<file path="src/include/mfx_pkg.sv">
// Constants and types shared by the memory field extension design
package mfx_pkg;

  // Bank number width used in this mode, and physical register widths
  localparam int unsigned FIELD_W      = 3;
  localparam int unsigned FIELD_PHYS_W = 5;
  localparam int unsigned SAVE_W       = 6;
  localparam int unsigned SAVE_PHYS_W  = 10;
  localparam int unsigned WORD_W       = 12;

  // Reset value of every field register
  localparam logic [FIELD_W-1:0] FIELD_RST = 3'h0;
  localparam logic [SAVE_W-1:0]  SAVE_RST  = 6'h00;

  // Instruction word fields, bit 11 of the word is the most significant
  localparam int unsigned OPC_MSB  = 11;
  localparam int unsigned OPC_LSB  = 6;
  localparam int unsigned N_MSB    = 5;
  localparam int unsigned N_LSB    = 3;
  localparam int unsigned SUB_MSB  = 2;
  localparam int unsigned PAGE_BIT = 7;
  localparam int unsigned OFS_MSB  = 6;
  localparam int unsigned PG_MSB   = 11;
  localparam int unsigned PG_LSB   = 7;

  // Group code 62 octal and sub-codes of the bank-change operations
  localparam logic [5:0] OPC_BANK      = 6'h32;
  localparam logic [2:0] SUB_SET_DATA  = 3'h1;
  localparam logic [2:0] SUB_SET_FETCH = 3'h2;

  // Whole-word codes of the read and restore operations (6214..6244 octal)
  localparam logic [11:0] OP_READ_DATA  = 12'hc8c;
  localparam logic [11:0] OP_READ_FETCH = 12'hc94;
  localparam logic [11:0] OP_READ_SAVED = 12'hc9c;
  localparam logic [11:0] OP_RESTORE    = 12'ha4 | 12'hc00;

  // Save field layout: saved instruction bank high, saved data bank low
  localparam int unsigned SF_IF_MSB = 5;
  localparam int unsigned SF_IF_LSB = 3;
  localparam int unsigned SF_DF_MSB = 2;

  // Working register bit positions (bits 6-8 and 9-11 counted from the top)
  localparam int unsigned WR_HI_MSB = 5;
  localparam int unsigned WR_HI_LSB = 3;
  localparam int unsigned WR_LO_MSB = 2;

  // Interrupt entry: bank 0, pc stored at 0000, resume at 0001
  localparam logic [FIELD_W-1:0] INTR_BANK      = 3'h0;
  localparam logic [11:0]        INTR_SAVE_ADDR = 12'h000;
  localparam logic [11:0]        INTR_NEXT_ADDR = 12'h001;

  // Execution time of one transfer instruction
  localparam int unsigned CLK_PERIOD_PS = 20000;
  localparam int unsigned IOT_TIME_PS   = 4300000;
  localparam int unsigned IOT_CYCLES    = IOT_TIME_PS / CLK_PERIOD_PS;
  localparam int unsigned CNT_W         = 8;

  // Kind of memory cycle the sequencer is running
  typedef enum logic [1:0]
  {
    MFX_CYC_DIRECT,
    MFX_CYC_POINTER,
    MFX_CYC_OPERAND,
    MFX_CYC_BREAK
  } mfx_cyc_t;

  // Transfer instruction sequencing
  typedef enum logic
  {
    MFX_IDLE,
    MFX_BUSY
  } mfx_state_t;

endpackage

</file>
<file path="src/rtl/mfx_bank_sel.sv">
// Memory bank and direct address selection for each memory cycle
`timescale 1ns/1ps
`default_nettype none

module mfx_bank_sel
(
  // Cycle description
  input  wire mfx_pkg::mfx_cyc_t cyc_kind_i,
  input  wire logic              intr_take_i,
  input  wire logic [11:0]       instr_i,
  input  wire logic [11:0]       pc_i,
  // Field registers
  input  wire logic [2:0]        instr_bank_i,
  input  wire logic [2:0]        data_bank_i,
  input  wire logic [2:0]        break_bank_i,
  // Selection
  output logic      [2:0]        mem_bank_o,
  output logic      [11:0]       direct_addr_o
);

  // Interrupt entry overrides every field register
  always_comb
  begin
    if (intr_take_i)
      mem_bank_o = mfx_pkg::INTR_BANK;
    else
    begin
      case (cyc_kind_i)
        mfx_pkg::MFX_CYC_DIRECT:  mem_bank_o = instr_bank_i;
        mfx_pkg::MFX_CYC_POINTER: mem_bank_o = instr_bank_i;
        mfx_pkg::MFX_CYC_OPERAND: mem_bank_o = data_bank_i;
        mfx_pkg::MFX_CYC_BREAK:   mem_bank_o = break_bank_i;
        default:                  mem_bank_o = instr_bank_i;
      endcase
    end
  end

  // Page zero or current page, offset from the low seven bits
  always_comb
  begin
    direct_addr_o = {5'h00, instr_i[mfx_pkg::OFS_MSB:0]};
    if (instr_i[mfx_pkg::PAGE_BIT])
      direct_addr_o = {pc_i[mfx_pkg::PG_MSB:mfx_pkg::PG_LSB], instr_i[mfx_pkg::OFS_MSB:0]};
  end

endmodule

`default_nettype wire

</file>
<file path="src/rtl/mfx_ctrl.sv">
// Memory field extension control: field registers, transfer ops and bank selection
`timescale 1ns/1ps
`default_nettype none

module mfx_ctrl
#(
  parameter int unsigned IOT_CYCLES = mfx_pkg::IOT_CYCLES
)
(
  // Clock and reset
  input  wire logic              mclk_i,
  input  wire logic              reset_i,
  // Transfer instruction from the sequencer
  input  wire logic              iot_strobe_i,
  input  wire logic [11:0]       instr_i,
  input  wire logic [11:0]       work_reg_i,
  output logic                   iot_busy_o,
  output logic                   iot_done_o,
  output logic      [11:0]       work_reg_o,
  output logic                   work_reg_load_o,
  // Sequencer events
  input  wire logic              jump_i,
  input  wire logic              intr_take_i,
  input  wire logic              console_load_i,
  input  wire logic [2:0]        console_bank_i,
  input  wire logic              break_load_i,
  input  wire logic [2:0]        break_bank_i,
  // Memory cycle
  input  wire mfx_pkg::mfx_cyc_t cyc_kind_i,
  input  wire logic [11:0]       pc_i,
  output logic      [2:0]        mem_bank_o,
  output logic      [11:0]       direct_addr_o,
  output logic      [11:0]       intr_save_addr_o,
  output logic      [11:0]       intr_next_addr_o,
  // Register view
  output logic      [4:0]        instruction_bank_o,
  output logic      [4:0]        data_bank_select_o,
  output logic      [4:0]        fetch_bank_staging_o,
  output logic      [9:0]        interrupt_bank_save_o,
  output logic      [2:0]        transfer_bank_select_o
);

  // Field registers
  logic [2:0]  instruction_bank;
  logic [2:0]  data_bank_select;
  logic [2:0]  fetch_bank_staging;
  logic [5:0]  interrupt_bank_save;
  logic [2:0]  transfer_bank_select;
  logic [2:0]  next_instruction_bank;
  logic [2:0]  next_data_bank_select;
  logic [2:0]  next_fetch_bank_staging;
  logic [5:0]  next_interrupt_bank_save;
  logic [2:0]  next_transfer_bank_select;

  // Transfer sequencing
  mfx_pkg::mfx_state_t state;
  mfx_pkg::mfx_state_t next_state;
  logic [7:0]  cnt;
  logic [7:0]  next_cnt;
  logic [11:0] next_work_reg;
  logic        wr_pending;
  logic        next_wr_pending;
  logic        take;
  logic [2:0]  op_n;

  // True when the word is one of this block's transfer instructions
  function automatic logic is_mfx_op(input logic [11:0] w);
    logic grp;
    grp = (w[mfx_pkg::OPC_MSB:mfx_pkg::OPC_LSB] == mfx_pkg::OPC_BANK);
    is_mfx_op = (grp && (w[mfx_pkg::SUB_MSB:0] == mfx_pkg::SUB_SET_DATA))
             || (grp && (w[mfx_pkg::SUB_MSB:0] == mfx_pkg::SUB_SET_FETCH))
             || (w == mfx_pkg::OP_READ_DATA) || (w == mfx_pkg::OP_READ_FETCH)
             || (w == mfx_pkg::OP_READ_SAVED) || (w == mfx_pkg::OP_RESTORE);
  endfunction

  // Matches a bank-change op with the given sub-code
  function automatic logic is_set(input logic [11:0] w, input logic [2:0] sub);
    is_set = (w[mfx_pkg::OPC_MSB:mfx_pkg::OPC_LSB] == mfx_pkg::OPC_BANK)
          && (w[mfx_pkg::SUB_MSB:0] == sub);
  endfunction

  // A new instruction is refused while one is still executing
  assign take = iot_strobe_i && (state == mfx_pkg::MFX_IDLE) && is_mfx_op(instr_i);
  assign op_n = instr_i[mfx_pkg::N_MSB:mfx_pkg::N_LSB];

  // Next field register values; interrupt entry has highest priority
  always_comb
  begin
    next_instruction_bank     = instruction_bank;
    next_data_bank_select     = data_bank_select;
    next_fetch_bank_staging   = fetch_bank_staging;
    next_interrupt_bank_save  = interrupt_bank_save;
    next_transfer_bank_select = transfer_bank_select;
    if (break_load_i)
      next_transfer_bank_select = break_bank_i;
    if (take && is_set(instr_i, mfx_pkg::SUB_SET_DATA))
      next_data_bank_select = op_n;
    if (take && is_set(instr_i, mfx_pkg::SUB_SET_FETCH))
      next_fetch_bank_staging = op_n;
    if (take && (instr_i == mfx_pkg::OP_RESTORE))
    begin
      next_fetch_bank_staging = interrupt_bank_save[mfx_pkg::SF_IF_MSB:mfx_pkg::SF_IF_LSB];
      next_data_bank_select   = interrupt_bank_save[mfx_pkg::SF_DF_MSB:0];
    end
    // Staging reaches the fetch bank only at a jump or call
    if (jump_i)
      next_instruction_bank = fetch_bank_staging;
    // Console load skips staging, as interrupt entry below also does; staging follows it
    if (console_load_i)
    begin
      next_instruction_bank   = console_bank_i;
      next_fetch_bank_staging = console_bank_i;
    end
    if (intr_take_i)
    begin
      next_interrupt_bank_save = {instruction_bank, data_bank_select};
      next_instruction_bank    = mfx_pkg::INTR_BANK;
      next_data_bank_select    = mfx_pkg::INTR_BANK;
      next_fetch_bank_staging  = mfx_pkg::INTR_BANK;
    end
  end

  // Field registers clear to bank 0 at reset
  always_ff @(posedge mclk_i)
  begin
    if (reset_i)
    begin
      instruction_bank     <= mfx_pkg::FIELD_RST;
      data_bank_select     <= mfx_pkg::FIELD_RST;
      fetch_bank_staging   <= mfx_pkg::FIELD_RST;
      interrupt_bank_save  <= mfx_pkg::SAVE_RST;
      transfer_bank_select <= mfx_pkg::FIELD_RST;
    end
    else
    begin
      instruction_bank     <= next_instruction_bank;
      data_bank_select     <= next_data_bank_select;
      fetch_bank_staging   <= next_fetch_bank_staging;
      interrupt_bank_save  <= next_interrupt_bank_save;
      transfer_bank_select <= next_transfer_bank_select;
    end
  end

  // Execution timer and working register result
  always_comb
  begin
    next_state      = state;
    next_cnt        = cnt;
    next_work_reg   = work_reg_o;
    next_wr_pending = wr_pending;
    case (state)
      mfx_pkg::MFX_IDLE:
      begin
        if (take)
        begin
          next_state      = mfx_pkg::MFX_BUSY;
          next_cnt        = 8'(IOT_CYCLES - 1);
          next_wr_pending = 1'b0;
          next_work_reg   = work_reg_i;
          if (instr_i == mfx_pkg::OP_READ_DATA)
          begin
            next_work_reg[mfx_pkg::WR_HI_MSB:mfx_pkg::WR_HI_LSB] = data_bank_select;
            next_wr_pending = 1'b1;
          end
          if (instr_i == mfx_pkg::OP_READ_FETCH)
          begin
            next_work_reg[mfx_pkg::WR_HI_MSB:mfx_pkg::WR_HI_LSB] = instruction_bank;
            next_wr_pending = 1'b1;
          end
          if (instr_i == mfx_pkg::OP_READ_SAVED)
          begin
            next_work_reg[mfx_pkg::WR_HI_MSB:mfx_pkg::WR_HI_LSB] =
              interrupt_bank_save[mfx_pkg::SF_IF_MSB:mfx_pkg::SF_IF_LSB];
            next_work_reg[mfx_pkg::WR_LO_MSB:0] = interrupt_bank_save[mfx_pkg::SF_DF_MSB:0];
            next_wr_pending = 1'b1;
          end
        end
      end
      mfx_pkg::MFX_BUSY:
      begin
        if (cnt == 8'h00)
          next_state = mfx_pkg::MFX_IDLE;
        else
          next_cnt = cnt - 8'h01;
      end
      default:
        next_state = mfx_pkg::MFX_IDLE;
    endcase
  end

  // Timer registers
  always_ff @(posedge mclk_i)
  begin
    if (reset_i)
    begin
      state      <= mfx_pkg::MFX_IDLE;
      cnt        <= 8'h00;
      work_reg_o <= 12'h000;
      wr_pending <= 1'b0;
    end
    else
    begin
      state      <= next_state;
      cnt        <= next_cnt;
      work_reg_o <= next_work_reg;
      wr_pending <= next_wr_pending;
    end
  end

  // Handshake outputs; result is handed back only for read ops
  assign iot_busy_o      = (state == mfx_pkg::MFX_BUSY);
  assign iot_done_o      = iot_busy_o && (cnt == 8'h00);
  assign work_reg_load_o = iot_done_o && wr_pending;

  // Unused low bits, and the top four bits of the save field, belong to the other mode and read as zero
  assign instruction_bank_o     = {instruction_bank, 2'h0};
  assign data_bank_select_o     = {data_bank_select, 2'h0};
  assign fetch_bank_staging_o   = {fetch_bank_staging, 2'h0};
  assign interrupt_bank_save_o  = {4'h0, interrupt_bank_save};
  assign transfer_bank_select_o = transfer_bank_select;
  assign intr_save_addr_o       = mfx_pkg::INTR_SAVE_ADDR;
  assign intr_next_addr_o       = mfx_pkg::INTR_NEXT_ADDR;

  // Jump target fetch uses the bank already updated from staging, so the
  // sequencer must issue the target fetch after the jump cycle
  mfx_bank_sel u_bank_sel
  (
    .cyc_kind_i    (cyc_kind_i),
    .intr_take_i   (intr_take_i),
    .instr_i       (instr_i),
    .pc_i          (pc_i),
    .instr_bank_i  (instruction_bank),
    .data_bank_i   (data_bank_select),
    .break_bank_i  (transfer_bank_select),
    .mem_bank_o    (mem_bank_o),
    .direct_addr_o (direct_addr_o)
  );
endmodule

`default_nettype wire

</file>
<file path="config.mk">
export PLATFORM = sky130hd
export DESIGN_NAME = mfx_ctrl
export DESIGN_NICKNAME = d
export VERILOG_FILES = /design/src/include/mfx_pkg.sv /design/src/rtl/mfx_bank_sel.sv /design/src/rtl/mfx_ctrl.sv
export SDC_FILE = /design/constraint.sdc
export NUM_CORES = 1
export LEC_CHECK = 0
export ABC_CLOCK_PERIOD_IN_PS = 5520
export BUFFER_PORTS_ARGS = -buffer_cell sky130_fd_sc_hd__buf_2
export CELL_PAD_IN_SITES_DETAIL_PLACEMENT = 0
export CELL_PAD_IN_SITES_GLOBAL_PLACEMENT = 1
export CORE_ASPECT_RATIO = 0.75
export CORE_UTILIZATION = 34
export CTS_CLUSTER_DIAMETER = 50
export CTS_CLUSTER_SIZE = 25
export DETAILED_ROUTE_END_ITERATION = 10
export MAX_ROUTING_LAYER = met4
export PLACE_DENSITY = 0.83
export SLEW_MARGIN = 15
export SYNTH_ARGS = -nofsm -noshare
export SYNTH_HDL_FRONTEND = slang
export SYNTH_SLANG_ARGS = --single-unit
</file>
<file path="constraint.sdc">
create_clock -name mclk_i -period 5.52 [get_ports mclk_i]
set_input_delay 1.656 -clock mclk_i [delete_from_list [all_inputs] [get_ports mclk_i]]
set_output_delay 1.656 -clock mclk_i [all_outputs]
set_load 0.02 [all_outputs]
</file>
After elaboration in Yosys (flattened, before gate mapping)
Index checks and enable logic that the tools add are counted.
W data, S select, Z words.
{"block": "op_classes", "n_mux": 22, "reduce_logical": 23, "n_bitwise": 1, "n_eq_ne": 12, "addsub": 1}
{"cell": "$eq A12 B12 Y1 const B", "count": 4}
{"cell": "$mux W3", "count": 10}
{"cell": "$mux W8", "count": 2}
{"cell": "$pmux W8 S2", "count": 1}
{"cell": "$mux W12", "count": 1}
{"cell": "$logic_and A1 B1 Y1", "count": 9}
{"cell": "$pmux W3 S3", "count": 1}
{"cell": "$logic_not A8 Y1", "count": 1}
{"cell": "$sub A8 B1 Y8 const B", "count": 1}
{"cell": "$eq A6 B6 Y1 const B", "count": 1}
{"cell": "$mux W6", "count": 1}
{"cell": "$logic_or A1 B1 Y1", "count": 5}
{"cell": "$mux W1", "count": 5}
{"cell": "$eq A2 B2 Y1 const B", "count": 2}
{"cell": "$ne A2 B2 Y1 const B", "count": 2}
{"cell": "$reduce_and A2 Y1", "count": 2}
{"cell": "$reduce_bool A2 Y1", "count": 2}
{"cell": "$reduce_or A2 Y1", "count": 2}
{"cell": "$eq A3 B1 Y1 const B", "count": 1}
{"cell": "$eq A3 B2 Y1 const B", "count": 1}
{"cell": "$reduce_bool A3 Y1", "count": 1}
{"cell": "$eq A2 B1 Y1 const B", "count": 1}
{"cell": "$logic_not A2 Y1", "count": 1}
{"cell": "$pmux W1 S2", "count": 1}
{"cell": "$not A1 Y1", "count": 1}
{"block": "word_totals", "word_cells": 68, "in_bits": 51, "out_inout_bits": 82, "register_bits": 40}

Logic depth before layout (Yosys ltp)
{"block": "depth", "depth_word": 12, "ltp_mapped": 7, "depth_no_buf": 6}

Cells and area by module
A second synthesis with hierarchy kept.
{"block": "unflattened", "cells_unflattened": 301, "hier_area_um2": 2519.9}
{"mod": "mfx_ctrl", "area_each_um2": 2372.3, "seq_area_each_um2": 800.8, "cells_each": 280, "n_inst": 1}
{"mod": "mfx_bank_sel", "area_each_um2": 147.6, "seq_area_each_um2": 0.0, "cells_each": 21, "n_inst": 1}

Worst setup path before layout
No wires, ideal clock.
{"block": "synth_path", "path_type": "in2out", "start": "in intr_take_i", "end": "out mem_bank_o[0]", "required_ns": 3.864, "setup_slack_ns": 1.409, "arrival_ns": 2.455, "n_path_buf": 1, "cell_stages": 2, "path_cell_list": "clkbuf_1 -> a211oi_1"}
{"block": "synth_via", "elab_chain_len": 1}
{"item": "start: declaration", "line": "mfx_ctrl.sv:23", "source": "input wire logic intr_take_i,"}
{"item": "$mux W3", "line": "mfx_bank_sel.sv:24", "source": "if (intr_take_i)"}
{"item": "end: declaration", "line": "mfx_ctrl.sv:31", "source": "output logic [2:0] mem_bank_o,"}
No other way between the ends.

Worst setup path after layout
{"block": "layout_path", "start": "in cyc_kind_i[0]", "end": "out mem_bank_o[2]"}
{"block": "layout_via", "elab_chain_len": 4, "word_cells_on_any_way": 7, "classes_between": "eq/ne (3); mux (2); reduce/logical (2)"}
{"item": "start: declaration", "line": "mfx_ctrl.sv:29", "source": "input wire mfx_pkg::mfx_cyc_t cyc_kind_i,"}
{"item": "$eq A2 B1 Y1 / $logic_not A2 Y1 (equally long branches)", "line": "mfx_bank_sel.sv:28", "source": "case (cyc_kind_i)"}
{"item": "$reduce_or A2 Y1 (no line)"}
{"item": "$pmux W3 S3 (*)", "line": "mfx_bank_sel.sv:28"}
{"item": "$mux W3 (*)", "line": "mfx_bank_sel.sv:24"}
Mark *: on every way between the ends. The rest lies on a longest branch, timed or not.

==> metrics.cfg <==
[finish]
fill_cells = 732
layout.cells.non_filler = 458
drive_gt1_share_pct = 33.1
area_growth_syn_to_layout_pct = 18.8
antennaDiodeCount = 0
fin_nets = 411

[power_and_ir_drop]
power_frac_seq_pct = 45.3
powerDensity_mw_per_mm2 = 225
p_total_w = 0.000654
switching_share_pct = 27.7
power.share.clock_pct = 39.0
max-vdd-ir-drop_uv = 99.5
p_int_w = 0.000473
p_comb_share_pct = 15.7
leakagePower_nw = 1.35
power.switching_w = 0.000181

[sta]
clock_skew_ps = 13.3
fin_crit_sh_pct = 72.6
rsz0062_at_grt = false
maxSlewViolCount = 0
worst_pin_slew_ps = 816
period_minus_slack_ps = 4010
finalHoldViolations = 0
slew_headroom_pct = 45.6
holdWs_ps = 495
timing.setup.tns_ps = 0
max_freq_mhz = 250
final-setup-viol-count = 0

[synth]
yosys_register_bits = 40
ys_warn_count = 0
seq_area_frac_synth_pct = 32.7
synth.distinct_cells = 53
async_flop_share_pct = 0
ys.flop_type = dfxtp_1
synth_top_area_share_pct = 32.7
synthesis.area_mm2 = 0.00245
yosys.area.top_type = dfxtp_1
synth_area_leaders = dfxtp_1, buf_4, mux2i_1
syn_inst = 284
avgSynthCellArea_um2 = 8.61
synth_edf_count = 0

[min_path]
hold_end = cnt[0]
hold_path_startpoint = cnt[0]
whs_path_depth = 2
hold_class = reg -> reg

[cts]
hold_buffers = 0
cts_tree = done
cts_resized = 0
clkLatencyLatePin_ps = 300
cts_buffers = 5
path_clk_slew_ps = 80
htree_levels = 2
cts.sinks = 40
root_buffer = clkbuf_8
clock_path_buffers = 2
postCtsSetupBuffers = 0

[grt]
gr-total-overflow = 0
antenna_found_initial = 0
grt_max_degree = 27
grt_pass1_wl_mm = 9.69
grt_use_total_pct = 17.2
grt_pass1_vias = 1937

[floorplan]
die_x_um = 99.9
dieHeight_um = 75.5
start_util_pct = 35.5
ios = 133
core_area_mm2 = 0.00690
die-area_mm2 = 0.00754
rows = 26

[placed_design]
gp_congestion = 0.784
dp.cells = 450
portBuffers = 91
dp_hpwl_mm = 4.68

[drt]
antenna_left = 0
route.detailed.drc = 0
viasPerCell = 4.89
first_iter_violations = 114
wl_per_cell_um = 13.6
vias = 2241
postRouteWirelength_mm = 6.25
dr.pass1.iters = 4

[setup_path]
r2r.worst_path.cells = 5
r2r_end = cnt[0]
cp.arrival_ps = 2350
critical_path_class = in -> out
r2r-start = iot_busy_o
rrSetupSlack_ps = 3280
crit_required_ps = 3860
start_kind = primary input
endpoint_kind = output pin
critPathMaxFanout = 3

[status]
status = completed

[flow_run]
drv_cap = 0

-- critical path, stage by stage --
cell and delay, ps:
buf_2 130, mux2i_1 120, a211oi_1 240, buf_2 200
-- cell type report --
| type | count | area [um2] | area share [%] |
|---|---|---|---|
| multi-input combinational | 211 | 1360 | 46.8 |
| sequential | 40 | 801 | 27.6 |
| timing repair buffer | 93 | 470 | 16.2 |
| tap | 98 | 123 | 4.22 |
| clock buffer | 6 | 82.6 | 2.84 |
| clock inverter | 2 | 38.8 | 1.33 |
| inverter | 8 | 30.0 | 1.03 |
-- cells in the mapped netlist, types with 3 or more instances --
| library cell | count |
|---|---|
| and2_1 | 8 |
| nor3_1 | 8 |
| mux2i_1 | 19 |
| nand2b_1 | 5 |
| a22oi_1 | 3 |
| a31o_2 | 6 |
| nor2_1 | 20 |
| or3_1 | 3 |
| o21ai_0 | 7 |
| or4b_1 | 3 |
| or4_1 | 4 |
| nand3_1 | 3 |
| a21oi_1 | 20 |
| a31oi_1 | 3 |
| mux2_2 | 5 |
| a22o_2 | 3 |
| a211oi_1 | 10 |
| o22ai_1 | 3 |
| nand2_1 | 14 |
| buf_4 | 42 |
| clkbuf_1 | 11 |
| dfxtp_1 | 40 |
| inv_1 | 7 |
| o21a_1 | 4 |
-- sequential cells by signal, indices dropped and copies added (netlist names) --
name and cells:
interrupt_bank_save 6, iot_busy_o 1, instruction_bank 3, wr_pending 1, transfer_bank_select_o 3, work_reg_o 12
fetch_bank_staging 3, cnt 8, data_bank_select 3
-- metal layers --
metal  routed length, um  track usage [%]  vias to the layer above
li1                    -                -                     1102
met1                3010             23.2                     1043
met3                 460             4.22                        4
met2                2720             25.1                       92
met5                   0                -                        -
met4                  55             5.56                        0
-- cells by family after synthesis --
kind of cell / synth area share, %
compound gates: 20.7
xor+xnor: 0.716
fa+ha+maj: 0.511
buf+inv: 16.8
flops: 32.7
mux: 10.1
other cells: 0.307
simple gates: 18.1
-- how the worst max path moves through the flow --
stage                  start  slack [ps]  cells after the start       endpoint
2_1_floorplan    intr_take_i        1410                      2  mem_bank_o[0]
3_3_place_gp   cyc_kind_i[0]        1540                      4  mem_bank_o[2]
3_5_place_dp   cyc_kind_i[0]        1520                      4  mem_bank_o[2]
4_1_cts        cyc_kind_i[0]        1510                      4  mem_bank_o[2]
5_1_grt        cyc_kind_i[0]        1500                      4  mem_bank_o[0]
6_report       cyc_kind_i[0]        1510                      4  mem_bank_o[2]
-- power groups by stage --
stage	combinational, W	sequential (W)	clock [W]
after global routing	0.000112	0.000297	0.000275
after global placement	0.000101	0.000303	0
after CTS	0.000103	0.000296	0.000264
after detailed placement	0.000102	0.000303	0
after floorplan	0.0000839	0.000307	0
final	0.000102	0.000296	0.000255
-- metrics by stage --
| stage | instance area, um2 | setup WS, ps | utilization, % |
|---|---|---|---|
| CTS | 2910 | 1510 | 42.1 |
| global route | 2910 | 1500 | 42.1 |
| finish | 2910 | 1510 | 42.1 |
| floorplan | 2570 | 1410 | - |
| detailed placement | 2790 | 1520 | 40.4 |
| global placement | 2790 | 1540 | 40.4 |
-- cell usage in the layout (no fill, tap or decap), types with 3 or more instances in the layout --
cell and instances:
conb_1 34, a21oi_1 20, dfxtp_1 40, or3_1 3, nor3_1 8, o22ai_1 3
o21ai_0 7, o21a_1 4, a22o_2 3, a211oi_1 10, a31oi_1 3, or4b_1 3
a22oi_1 3, nor2_1 20, nand2_1 14, a31o_2 6, and2_1 8, clkbuf_8 6
buf_2 91, mux2_2 5, or4_1 4, nand2b_1 5, mux2i_1 19, nand3_1 3
inv_1 7
Power figures use the tool's default switching activity.
